$ cat config.mk
export PLATFORM = sky130hd
export DESIGN_NAME = sud_top
export DESIGN_NICKNAME = d
export VERILOG_FILES = /design/src/design/sud_top.v /design/src/design/sud_user_buffer.v /design/src/design/sud_sync_detect.v
export VERILOG_INCLUDE_DIRS = /design/src /design/src/pkg
export SDC_FILE = /design/constraint.sdc
export NUM_CORES = 2
export LEC_CHECK = 0
export BUFFER_PORTS_ARGS = -buffer_cell sky130_fd_sc_hd__buf_2
export CORE_MARGIN = 2
export CORE_UTILIZATION = 35
export DETAILED_ROUTE_END_ITERATION = 7
export MAX_ROUTING_LAYER = met4
export PLACE_DENSITY = 0.53
export SYNTH_ARGS = -nofsm -noshare
export SYNTH_HDL_FRONTEND = slang
export SYNTH_HIERARCHICAL = 1
export SYNTH_SLANG_ARGS = --single-unit
export TNS_END_PERCENT = 100
$ cat constraint.sdc
create_clock -name clk -period 7.1 [get_ports clk]
set_clock_uncertainty 0.15 [all_clocks]
set_input_delay 1.42 -clock clk [delete_from_list [all_inputs] [get_ports clk]]
set_output_delay 1.42 -clock clk [all_outputs]
set_load 0.01 [all_outputs]
$ cat src/pkg/sud_regs.vh
`ifndef SUD_REGS_VH
`define SUD_REGS_VH

// ****************************************
// Register offsets on the control port
// ****************************************
`define SUD_ADDR_FMT_STATUS   8'h08
`define SUD_ADDR_PREAMBLE_0   8'h09
`define SUD_ADDR_PREAMBLE_1   8'h0a
`define SUD_ADDR_PREAMBLE_2   8'h0b
`define SUD_ADDR_PREAMBLE_3   8'h0c
`define SUD_ADDR_RX_CHAN_STAT 8'h0e
`define SUD_ADDR_EVENT_STATUS 8'h20
`define SUD_ADDR_INT_MASK     8'h21
`define SUD_ADDR_BUF_CTRL     8'h24
`define SUD_ADDR_WINDOW_BASE  8'h4a
`define SUD_WINDOW_BYTES      8'h30

// ****************************************
// Field positions
// ****************************************
`define SUD_CTRL_BUFFER_SELECT_BIT     2
`define SUD_CTRL_LOCK_LSB     4
`define SUD_MASK_UCHG_BIT     0
`define SUD_FMT_PCM_BIT       0
`define SUD_FMT_BURST_BIT     1
`define SUD_FMT_SILENCE_BIT   6
`define SUD_RXCS_NONPCM_BIT   1

// ****************************************
// Reset values and codes
// ****************************************
`define SUD_LOCK_COMPAT       2'h0
`define SUD_LOCK_DEFAULT      2'h1
`define SUD_LOCK_INBAND       2'h2
`define SUD_CTRL_RESET        8'h10
`define SUD_MASK_RESET        8'h00
`define SUD_SYNC_WORD_1       16'hf872
`define SUD_SYNC_WORD_2       16'h4e1f
`define SUD_SYNC_ZERO_WORDS   3'h4

// ****************************************
// Timing counts
// ****************************************
`define SUD_NONAUDIO_FRAMES   4096
`define SUD_SILENCE_WORDS     2048
`define SUD_BLOCK_BITS        384

`endif

$ cat src/design/sud_top.v
`timescale 1ns/1ps
`default_nettype none
`include "sud_regs.vh"

// Summary of operation
// Two cascaded block buffers hold user data.
// Select bit one maps user buffer.
// Interrupt only when transferred data changed.
// User buffer always read two bytes.
// Word interleaves A and B bits.
// First bit is MSB, bytes in order.
// Six-word sync code asserts detect.
// Detect drops after 4096 quiet frames.
// Non-PCM bit ORs detect and CS bit1.
// Non-audio passes unmuted; host mutes.
// Status register reports detected input format.
// Burst preambles readable in four registers.
// Lock mode field 00, 01 default, 10.
// Host matches lock mode to filter.
// PLL updates only from preambles.
// Host interprets copy management bits itself.
// Select bit zero maps channel status buffer.
module sud_top #(
    parameter TIMEOUT_FRAMES = `SUD_NONAUDIO_FRAMES,
    parameter SILENCE_WORDS  = `SUD_SILENCE_WORDS
) (
    input  wire        clk,           // 200 MHz system clock.
    input  wire        resetn,        // Asynchronous reset, active low.
    input  wire        u_valid,       // User bit present.
    input  wire        u_bit,         // User bit value.
    input  wire        u_sub_b,       // User bit from subframe B.
    input  wire        blk_start,     // First frame of a block.
    input  wire        aud_valid,     // Audio word present.
    input  wire [15:0] aud_word,      // Audio word, top 16 bits.
    input  wire        frame_strobe,  // One pulse per frame.
    input  wire        preamble_seen, // Subframe preamble decoded.
    input  wire        cs_bit1,       // Received channel status bit 1.
    input  wire [7:0]  cs_win_data,   // Channel status buffer byte.
    input  wire [7:0]  reg_addr,      // Control port address.
    input  wire        reg_wr,        // Write strobe.
    input  wire [7:0]  reg_wdata,     // Write data.
    input  wire        reg_rd,        // Read strobe.
    output reg  [7:0]  reg_rdata,     // Read data, one cycle after strobe.
    output wire [5:0]  cs_win_index,  // Byte index to status buffer.
    output wire        irq,           // Interrupt, active high level.
    output wire        nonpcm,        // Non-PCM indicator.
    output wire [1:0]  pll_lock_mode, // PLL locking mode.
    output reg         pll_update,    // Lock update pulse to PLL.
    output reg         aud_out_valid, // Audio word forwarded.
    output reg  [15:0] aud_out_word   // Forwarded audio word.
);

    // ****************************************
    // Control registers
    // ****************************************
    reg  [7:0]  ctrl_r;
    reg  [7:0]  mask_r;
    reg         uchg_r;
    wire        buffer_select;
    wire        win_hit;
    wire [7:0]  win_off;
    wire [7:0]  ubuf_byte;
    wire        ubuf_xfer;
    wire        ubuf_changed;
    wire        nonaudio_sync_seen;
    wire        silence;
    wire [31:0] preamble;
    wire [7:0]  fmt_status;
    wire [7:0]  rxcs_status;
    wire        uchg_clear;

    assign buffer_select = ctrl_r[`SUD_CTRL_BUFFER_SELECT_BIT];
    // lock mode field
    assign pll_lock_mode = ctrl_r[`SUD_CTRL_LOCK_LSB +: 2];
    assign win_off       = reg_addr - `SUD_ADDR_WINDOW_BASE;
    assign win_hit       = (reg_addr >= `SUD_ADDR_WINDOW_BASE) &&
                           (win_off < `SUD_WINDOW_BYTES);
    assign cs_win_index  = win_off[5:0];

    always @(posedge clk or negedge resetn) begin
        if (!resetn) begin
            ctrl_r <= `SUD_CTRL_RESET;
            mask_r <= `SUD_MASK_RESET;
        end else if (reg_wr) begin
            if (reg_addr == `SUD_ADDR_BUF_CTRL) begin
                ctrl_r <= reg_wdata;
            end
            if (reg_addr == `SUD_ADDR_INT_MASK) begin
                mask_r <= reg_wdata;
            end
        end
    end

    // ****************************************
    // Buffers and detection
    // ****************************************
    // The window index is taken straight from the address, so each byte
    // address returns one half of a word: even is the high byte.
    // two-byte access
    sud_user_buffer u_ubuf (
        .clk       (clk),
        .resetn    (resetn),
        .u_valid   (u_valid),
        .u_bit     (u_bit),
        .u_sub_b   (u_sub_b),
        .blk_start (blk_start),
        .rd_byte   (win_off[5:0]),
        .rd_data_r (ubuf_byte),
        .xfer_r    (ubuf_xfer),
        .changed_r (ubuf_changed)
    );

    sud_sync_detect #(
        .TIMEOUT_FRAMES (TIMEOUT_FRAMES),
        .SILENCE_WORDS  (SILENCE_WORDS)
    ) u_sync (
        .clk          (clk),
        .resetn       (resetn),
        .word_valid   (aud_valid),
        .word         (aud_word),
        .frame_strobe (frame_strobe),
        .detect_r     (nonaudio_sync_seen),
        .silence_r    (silence),
        .preamble_r   (preamble)
    );

    // ****************************************
    // Change event and interrupt
    // ****************************************
    // Reading the event status clears it, but a change arriving in the
    // same cycle is kept so no change goes unreported.
    assign uchg_clear = reg_rd && (reg_addr == `SUD_ADDR_EVENT_STATUS);

    // gated change interrupt
    always @(posedge clk or negedge resetn) begin
        if (!resetn) begin
            uchg_r <= 1'b0;
        end else if (ubuf_changed) begin
            uchg_r <= 1'b1;
        end else if (uchg_clear) begin
            uchg_r <= 1'b0;
        end
    end

    assign irq = uchg_r & mask_r[`SUD_MASK_UCHG_BIT];

    // ****************************************
    // Status views
    // ****************************************
    // Only burst, silence and plain PCM are told apart here; the other
    // encoded format bits read as zero.
    // format report
    assign fmt_status = {1'b0, silence, 4'h0, nonaudio_sync_seen,
                         !nonaudio_sync_seen && !silence};

    // non-PCM OR
    assign nonpcm      = nonaudio_sync_seen | cs_bit1;
    assign rxcs_status = {6'h00, nonpcm, 1'b0};

    // ****************************************
    // Read port
    // ****************************************
    always @(posedge clk or negedge resetn) begin
        if (!resetn) begin
            reg_rdata <= 8'h00;
        end else if (reg_rd) begin
            if (win_hit) begin
                // user window select
                // status window select
                reg_rdata <= buffer_select ? ubuf_byte : cs_win_data;
            end else begin
                case (reg_addr)
                    `SUD_ADDR_FMT_STATUS:   reg_rdata <= fmt_status;
                    // preamble registers
                    `SUD_ADDR_PREAMBLE_0:   reg_rdata <= preamble[31:24];
                    `SUD_ADDR_PREAMBLE_1:   reg_rdata <= preamble[23:16];
                    `SUD_ADDR_PREAMBLE_2:   reg_rdata <= preamble[15:8];
                    `SUD_ADDR_PREAMBLE_3:   reg_rdata <= preamble[7:0];
                    `SUD_ADDR_RX_CHAN_STAT: reg_rdata <= rxcs_status;
                    `SUD_ADDR_EVENT_STATUS: reg_rdata <= {7'h00, uchg_r};
                    `SUD_ADDR_INT_MASK:     reg_rdata <= mask_r;
                    `SUD_ADDR_BUF_CTRL:     reg_rdata <= ctrl_r;
                    default:                reg_rdata <= 8'h00;
                endcase
            end
        end
    end

    // ****************************************
    // Audio path and PLL update
    // ****************************************
    // Data content never reaches the PLL, which keeps recovered timing
    // free of data-dependent jitter.
    always @(posedge clk or negedge resetn) begin
        if (!resetn) begin
            pll_update    <= 1'b0;
            aud_out_valid <= 1'b0;
            aud_out_word  <= 16'h0000;
        end else begin
            // preamble-only update
            pll_update    <= preamble_seen;
            // no muting
            aud_out_valid <= aud_valid;
            if (aud_valid) begin
                aud_out_word <= aud_word;
            end
        end
    end

endmodule
`default_nettype wire

$ cat src/design/sud_user_buffer.v
`timescale 1ns/1ps
`default_nettype none
`include "sud_regs.vh"

module sud_user_buffer #(
    parameter NBITS = `SUD_BLOCK_BITS
) (
    input  wire             clk,        // System clock.
    input  wire             resetn,     // Asynchronous reset, active low.
    input  wire             u_valid,    // One user bit present.
    input  wire             u_bit,      // User bit value.
    input  wire             u_sub_b,    // Bit belongs to subframe B.
    input  wire             blk_start,  // First frame of a block.
    input  wire [5:0]       rd_byte,    // Byte index into readable buffer.
    output reg  [7:0]       rd_data_r,  // Byte read from readable buffer.
    output reg              xfer_r,     // Pulse on staging to readable copy.
    output reg              changed_r   // Pulse when that copy changed data.
);

    reg  [NBITS-1:0] stage_r;
    reg  [NBITS-1:0] read_r;
    reg  [8:0]       idx_r;
    reg              full_r;
    wire [8:0]       idx_now;
    wire [8:0]       pos;
    wire [8:0]       rsel;

    // Subframe B of a frame lands one bit below subframe A.
    assign idx_now = blk_start ? {8'h00, u_sub_b} : idx_r;
    // bit interleave
    // first bit as MSB
    assign pos     = NBITS[8:0] - 9'h001 - idx_now;
    assign rsel    = NBITS[8:0] - 9'h008 - {rd_byte, 3'h0};

    // ****************************************
    // Staging buffer
    // ****************************************
    // staging fill
    always @(posedge clk or negedge resetn) begin
        if (!resetn) begin
            stage_r <= {NBITS{1'b0}};
            idx_r   <= 9'h000;
            full_r  <= 1'b0;
        end else begin
            full_r <= 1'b0;
            if (u_valid) begin
                stage_r[pos] <= u_bit;
                if (idx_now == NBITS[8:0] - 9'h001) begin
                    idx_r  <= 9'h000;
                    full_r <= 1'b1;
                end else begin
                    idx_r <= idx_now + 9'h001;
                end
            end
        end
    end

    // ****************************************
    // Readable buffer
    // ****************************************
    // whole-block copy
    always @(posedge clk or negedge resetn) begin
        if (!resetn) begin
            read_r    <= {NBITS{1'b0}};
            xfer_r    <= 1'b0;
            changed_r <= 1'b0;
        end else begin
            xfer_r    <= full_r;
            // change-only event
            changed_r <= full_r && (stage_r != read_r);
            if (full_r) begin
                read_r <= stage_r;
            end
        end
    end

    // The byte follows the address of the same cycle, so the registered
    // read port above it answers for the address that was strobed.
    // reception order
    always @* begin
        rd_data_r = read_r[rsel +: 8];
    end

endmodule
`default_nettype wire

$ cat src/design/sud_sync_detect.v
`timescale 1ns/1ps
`default_nettype none
`include "sud_regs.vh"

module sud_sync_detect #(
    parameter TIMEOUT_FRAMES = `SUD_NONAUDIO_FRAMES,
    parameter SILENCE_WORDS  = `SUD_SILENCE_WORDS
) (
    input  wire        clk,          // System clock.
    input  wire        resetn,       // Asynchronous reset, active low.
    input  wire        word_valid,   // Audio word present.
    input  wire [15:0] word,         // Audio word.
    input  wire        frame_strobe, // One pulse per frame.
    output reg         detect_r,     // Non-audio sync seen recently.
    output reg         silence_r,    // Long run of zero words.
    output reg  [31:0] preamble_r    // Burst preambles, first word high.
);

    localparam ST_HUNT = 4'h1;
    localparam ST_SYN2 = 4'h2;
    localparam ST_PRE1 = 4'h4;
    localparam ST_PRE2 = 4'h8;

    reg [3:0]  state_r;
    reg [2:0]  zeros_r;
    reg [12:0] frames_r;
    reg [11:0] quiet_r;
    wire       zero_w = (word == 16'h0000);

    // ****************************************
    // Sync search and preamble capture
    // ****************************************
    always @(posedge clk or negedge resetn) begin
        if (!resetn) begin
            state_r    <= ST_HUNT;
            zeros_r    <= 3'h0;
            detect_r   <= 1'b0;
            frames_r   <= 13'h0000;
            preamble_r <= 32'h0000_0000;
        end else begin
            // timeout release
            if (frame_strobe && detect_r) begin
                if (frames_r == TIMEOUT_FRAMES[12:0] - 13'h0001) begin
                    detect_r <= 1'b0;
                end else begin
                    frames_r <= frames_r + 13'h0001;
                end
            end
            if (word_valid) begin
                if (zero_w) begin
                    if (zeros_r != `SUD_SYNC_ZERO_WORDS) begin
                        zeros_r <= zeros_r + 3'h1;
                    end
                end else begin
                    zeros_r <= 3'h0;
                end
                case (state_r)
                    ST_HUNT: begin
                        if (zeros_r == `SUD_SYNC_ZERO_WORDS &&
                            word == `SUD_SYNC_WORD_1) begin
                            state_r <= ST_SYN2;
                        end
                    end
                    ST_SYN2: begin
                        // full sync match
                        if (word == `SUD_SYNC_WORD_2) begin
                            state_r  <= ST_PRE1;
                            detect_r <= 1'b1;
                            frames_r <= 13'h0000;
                        end else begin
                            state_r <= ST_HUNT;
                        end
                    end
                    ST_PRE1: begin
                        preamble_r[31:16] <= word;
                        state_r           <= ST_PRE2;
                    end
                    ST_PRE2: begin
                        preamble_r[15:0] <= word;
                        state_r          <= ST_HUNT;
                    end
                    default: begin
                        state_r <= ST_HUNT;
                    end
                endcase
            end
        end
    end

    // ****************************************
    // Digital silence
    // ****************************************
    always @(posedge clk or negedge resetn) begin
        if (!resetn) begin
            quiet_r   <= 12'h000;
            silence_r <= 1'b0;
        end else if (word_valid) begin
            if (!zero_w) begin
                quiet_r   <= 12'h000;
                silence_r <= 1'b0;
            end else if (quiet_r == SILENCE_WORDS[11:0] - 12'h001) begin
                silence_r <= 1'b1;
            end else begin
                quiet_r <= quiet_r + 12'h001;
            end
        end
    end

endmodule
`default_nettype wire

==> impl_metrics.tcl <==
set metrics [dict create \
    ir_drop_uv 203 \
    cts_tree "yes" \
    rows 129 \
    die_h_um 357 \
    r2r_cells 6 \
    cts-root-buf "clkbuf_16" \
    comb_power_share_pct 7.7 \
    max_slew_margin_pct 11.0 \
    grt_usage_pct 27.1 \
    power.share.sequential_pct 45.9 \
    hold_class "register to register" \
    end_kind "primary output" \
    io_buffers 87 \
    tns_ns 0 \
    h-tree-depth 3 \
    worst_slack_ns 2.39 \
    initial_utilization_pct 35.3 \
    seq_area_um2 22200 \
    drive_gt1_share_pct 28.4 \
    firstDrtPassIters 5 \
    ant_nets 0 \
    die_area_um2 127000 \
    grt_max_degree 174 \
    fp.dieW_um 357 \
    startpoint_type "primary input" \
    num_vias 32000 \
    switching_share_pct 25.4 \
    syn2layout_area_growth_pct 12.9 \
    setup_viol 0 \
    overflow 0 \
    power.density_nw_per_um2 231 \
    switching_power_mw 2.89 \
    via_per_inst 5.85 \
    worst_slew_pin_slew_ns 1.32 \
    syn_nets 3796 \
    status "finished clean" \
    gp_congestion 0.963 \
    totalWireLength_um 169000 \
    crit_end "cs_win_index[2]" \
    power.leakage_nw 24.6 \
    cts_resized 0 \
    ios 88 \
    finalCriticalPeriod_ns 4.71 \
    post-route-util_pct 39.8 \
    r2r_end "u_ubuf/changed_r$_DFF_PN0_" \
    grt_pass1_vias 30700 \
    ff2ff_setup_slack_ns 3.66 \
    pre_cts_slack_ns 2.18 \
    netlist_instances 3735 \
    antenna_found_initial 19 \
    rsz0062_at_grt "false" \
    hpwl_um 113000 \
    num-fill-cells 12000 \
    finalMaxSlewViolations 0 \
    holdBufCountCts 0 \
    first_iter_violations 3978 \
    core_um2 124000 \
    intPower_mw 8.48 \
    total_power_mw 11.4 \
    cts_setup_buffers 0 \
    drc 0 \
    syn_avg_cell_area_um2 11.7 \
    fmax_ghz 0.212 \
    clk_pin_slew_worst_paths_ns 0.05 \
    crit_arrival_ns 3.14 \
    hold_viol 0 \
    clockBufferDepth 3 \
    required_ns 5.53 \
    clock-sinks 888 \
    crit_start "reg_addr[1]" \
    yosys_warnings 6 \
    clock_latency_ns 0.69 \
    clkPwrFrac_pct 46.4 \
    grt_first_pass_wirelength_um 239000 \
    r2r_start "u_ubuf/read_r[383]$_DFFE_PN0P_" \
    fin_crit_sh_pct 66.3 \
    multi_input_comb_area_um2 20400 \
    crit_type "primary input to primary output" \
    finalNetCount 3809 \
    wl_per_cell_um 30.8 \
    synthesis.area_um2 43600 \
    cts-buffers-inserted 99 \
    cap_violations 0 \
    critPathMaxFanout 17 \
]
## cell type report
cell class	instances	share of cell area, %
Sequential cell	888	45.1
Inverter	23	0.180
Clock buffer	155	6.24
Tap cell	1637	4.16
Multi-Input combinational cell	2567	41.3
Timing Repair Buffer	169	2.37
Antenna cell	11	0.0559
Clock inverter	26	0.498
## layout by cell type (no fill, tap or decap), types with 66 or more instances in the layout
cell type	count
o21ai_0	284
nand4_1	66
buf_4	75
xor2_1	265
nand3_1	268
mux2_2	576
dfrtp_1	885
clkbuf_16	103
buf_2	84
xnor2_1	130
nand2_1	473
mux4_2	120
nor4_1	80
## per-layer routing
layer / global-route usage (%) / vias up / share of wire [%]
met5: - / - / 0
met4: 11.1 / 0 / 4.5
met3: 5.55 / 295 / 9.0
met2: 40.6 / 1649 / 45
met1: 35.9 / 16800 / 41
li1: - / 13300 / -
## worst max-delay path, cell delays in order
cell	delay [ns]
buf_2	0.30
inv_4	0.11
ha_1	0.32
inv_2	0.68
buf_2	0.30
## worst min path at each step
stage	slack [ns]	cells past startpoint	endpoint	from
after floorplan	0.25	1	uchg_r$_DFFE_PN0P_	u_ubuf/changed_r$_DFF_PN0_
after global placement	0.26	1	uchg_r$_DFFE_PN0P_	u_ubuf/changed_r$_DFF_PN0_
after detailed placement	0.26	1	uchg_r$_DFFE_PN0P_	u_ubuf/changed_r$_DFF_PN0_
after CTS	0.27	1	uchg_r$_DFFE_PN0P_	u_ubuf/changed_r$_DFF_PN0_
after global routing	0.31	1	uchg_r$_DFFE_PN0P_	u_ubuf/changed_r$_DFF_PN0_
final	0.27	1	uchg_r$_DFFE_PN0P_	u_ubuf/changed_r$_DFF_PN0_
## registers in the layout (all words and copies together) (netlist names), 3 cells and up
name / count
aud_out_word: 16
u_sync/frames_r: 13
u_sync/preamble_r: 32
u_ubuf/idx_r: 9
reg_rdata: 8
u_ubuf/stage_r: 384
mask_r: 8
u_sync/state_r: 4
u_sync/zeros_r: 3
u_ubuf/read_r: 384
ctrl_r: 8
u_sync/quiet_r: 12
## metrics by stage
stage / instances / hold WS, ns / cell area (um2)
after floorplan: 3735 / 0.254 / 43600
after global placement: 5284 / 0.263 / 45900
after detailed placement: 5284 / 0.261 / 45900
after CTS: 5465 / 0.273 / 49200
after global routing: 5472 / 0.315 / 49200
final: 5476 / 0.270 / 49200
## power by group through the flow
| stage | sequential, mW | clock, mW | combinational [mW] |
|---|---|---|---|
| after global routing | 5.23 | 5.57 | 0.916 |
| after global placement | 5.31 | 0 | 0.865 |
| after detailed placement | 5.31 | 0 | 0.866 |
| after CTS | 5.22 | 5.36 | 0.869 |
| final | 5.22 | 5.28 | 0.873 |
| after floorplan | 5.29 | 0 | 0.394 |
Power figures use the tool's default switching activity.
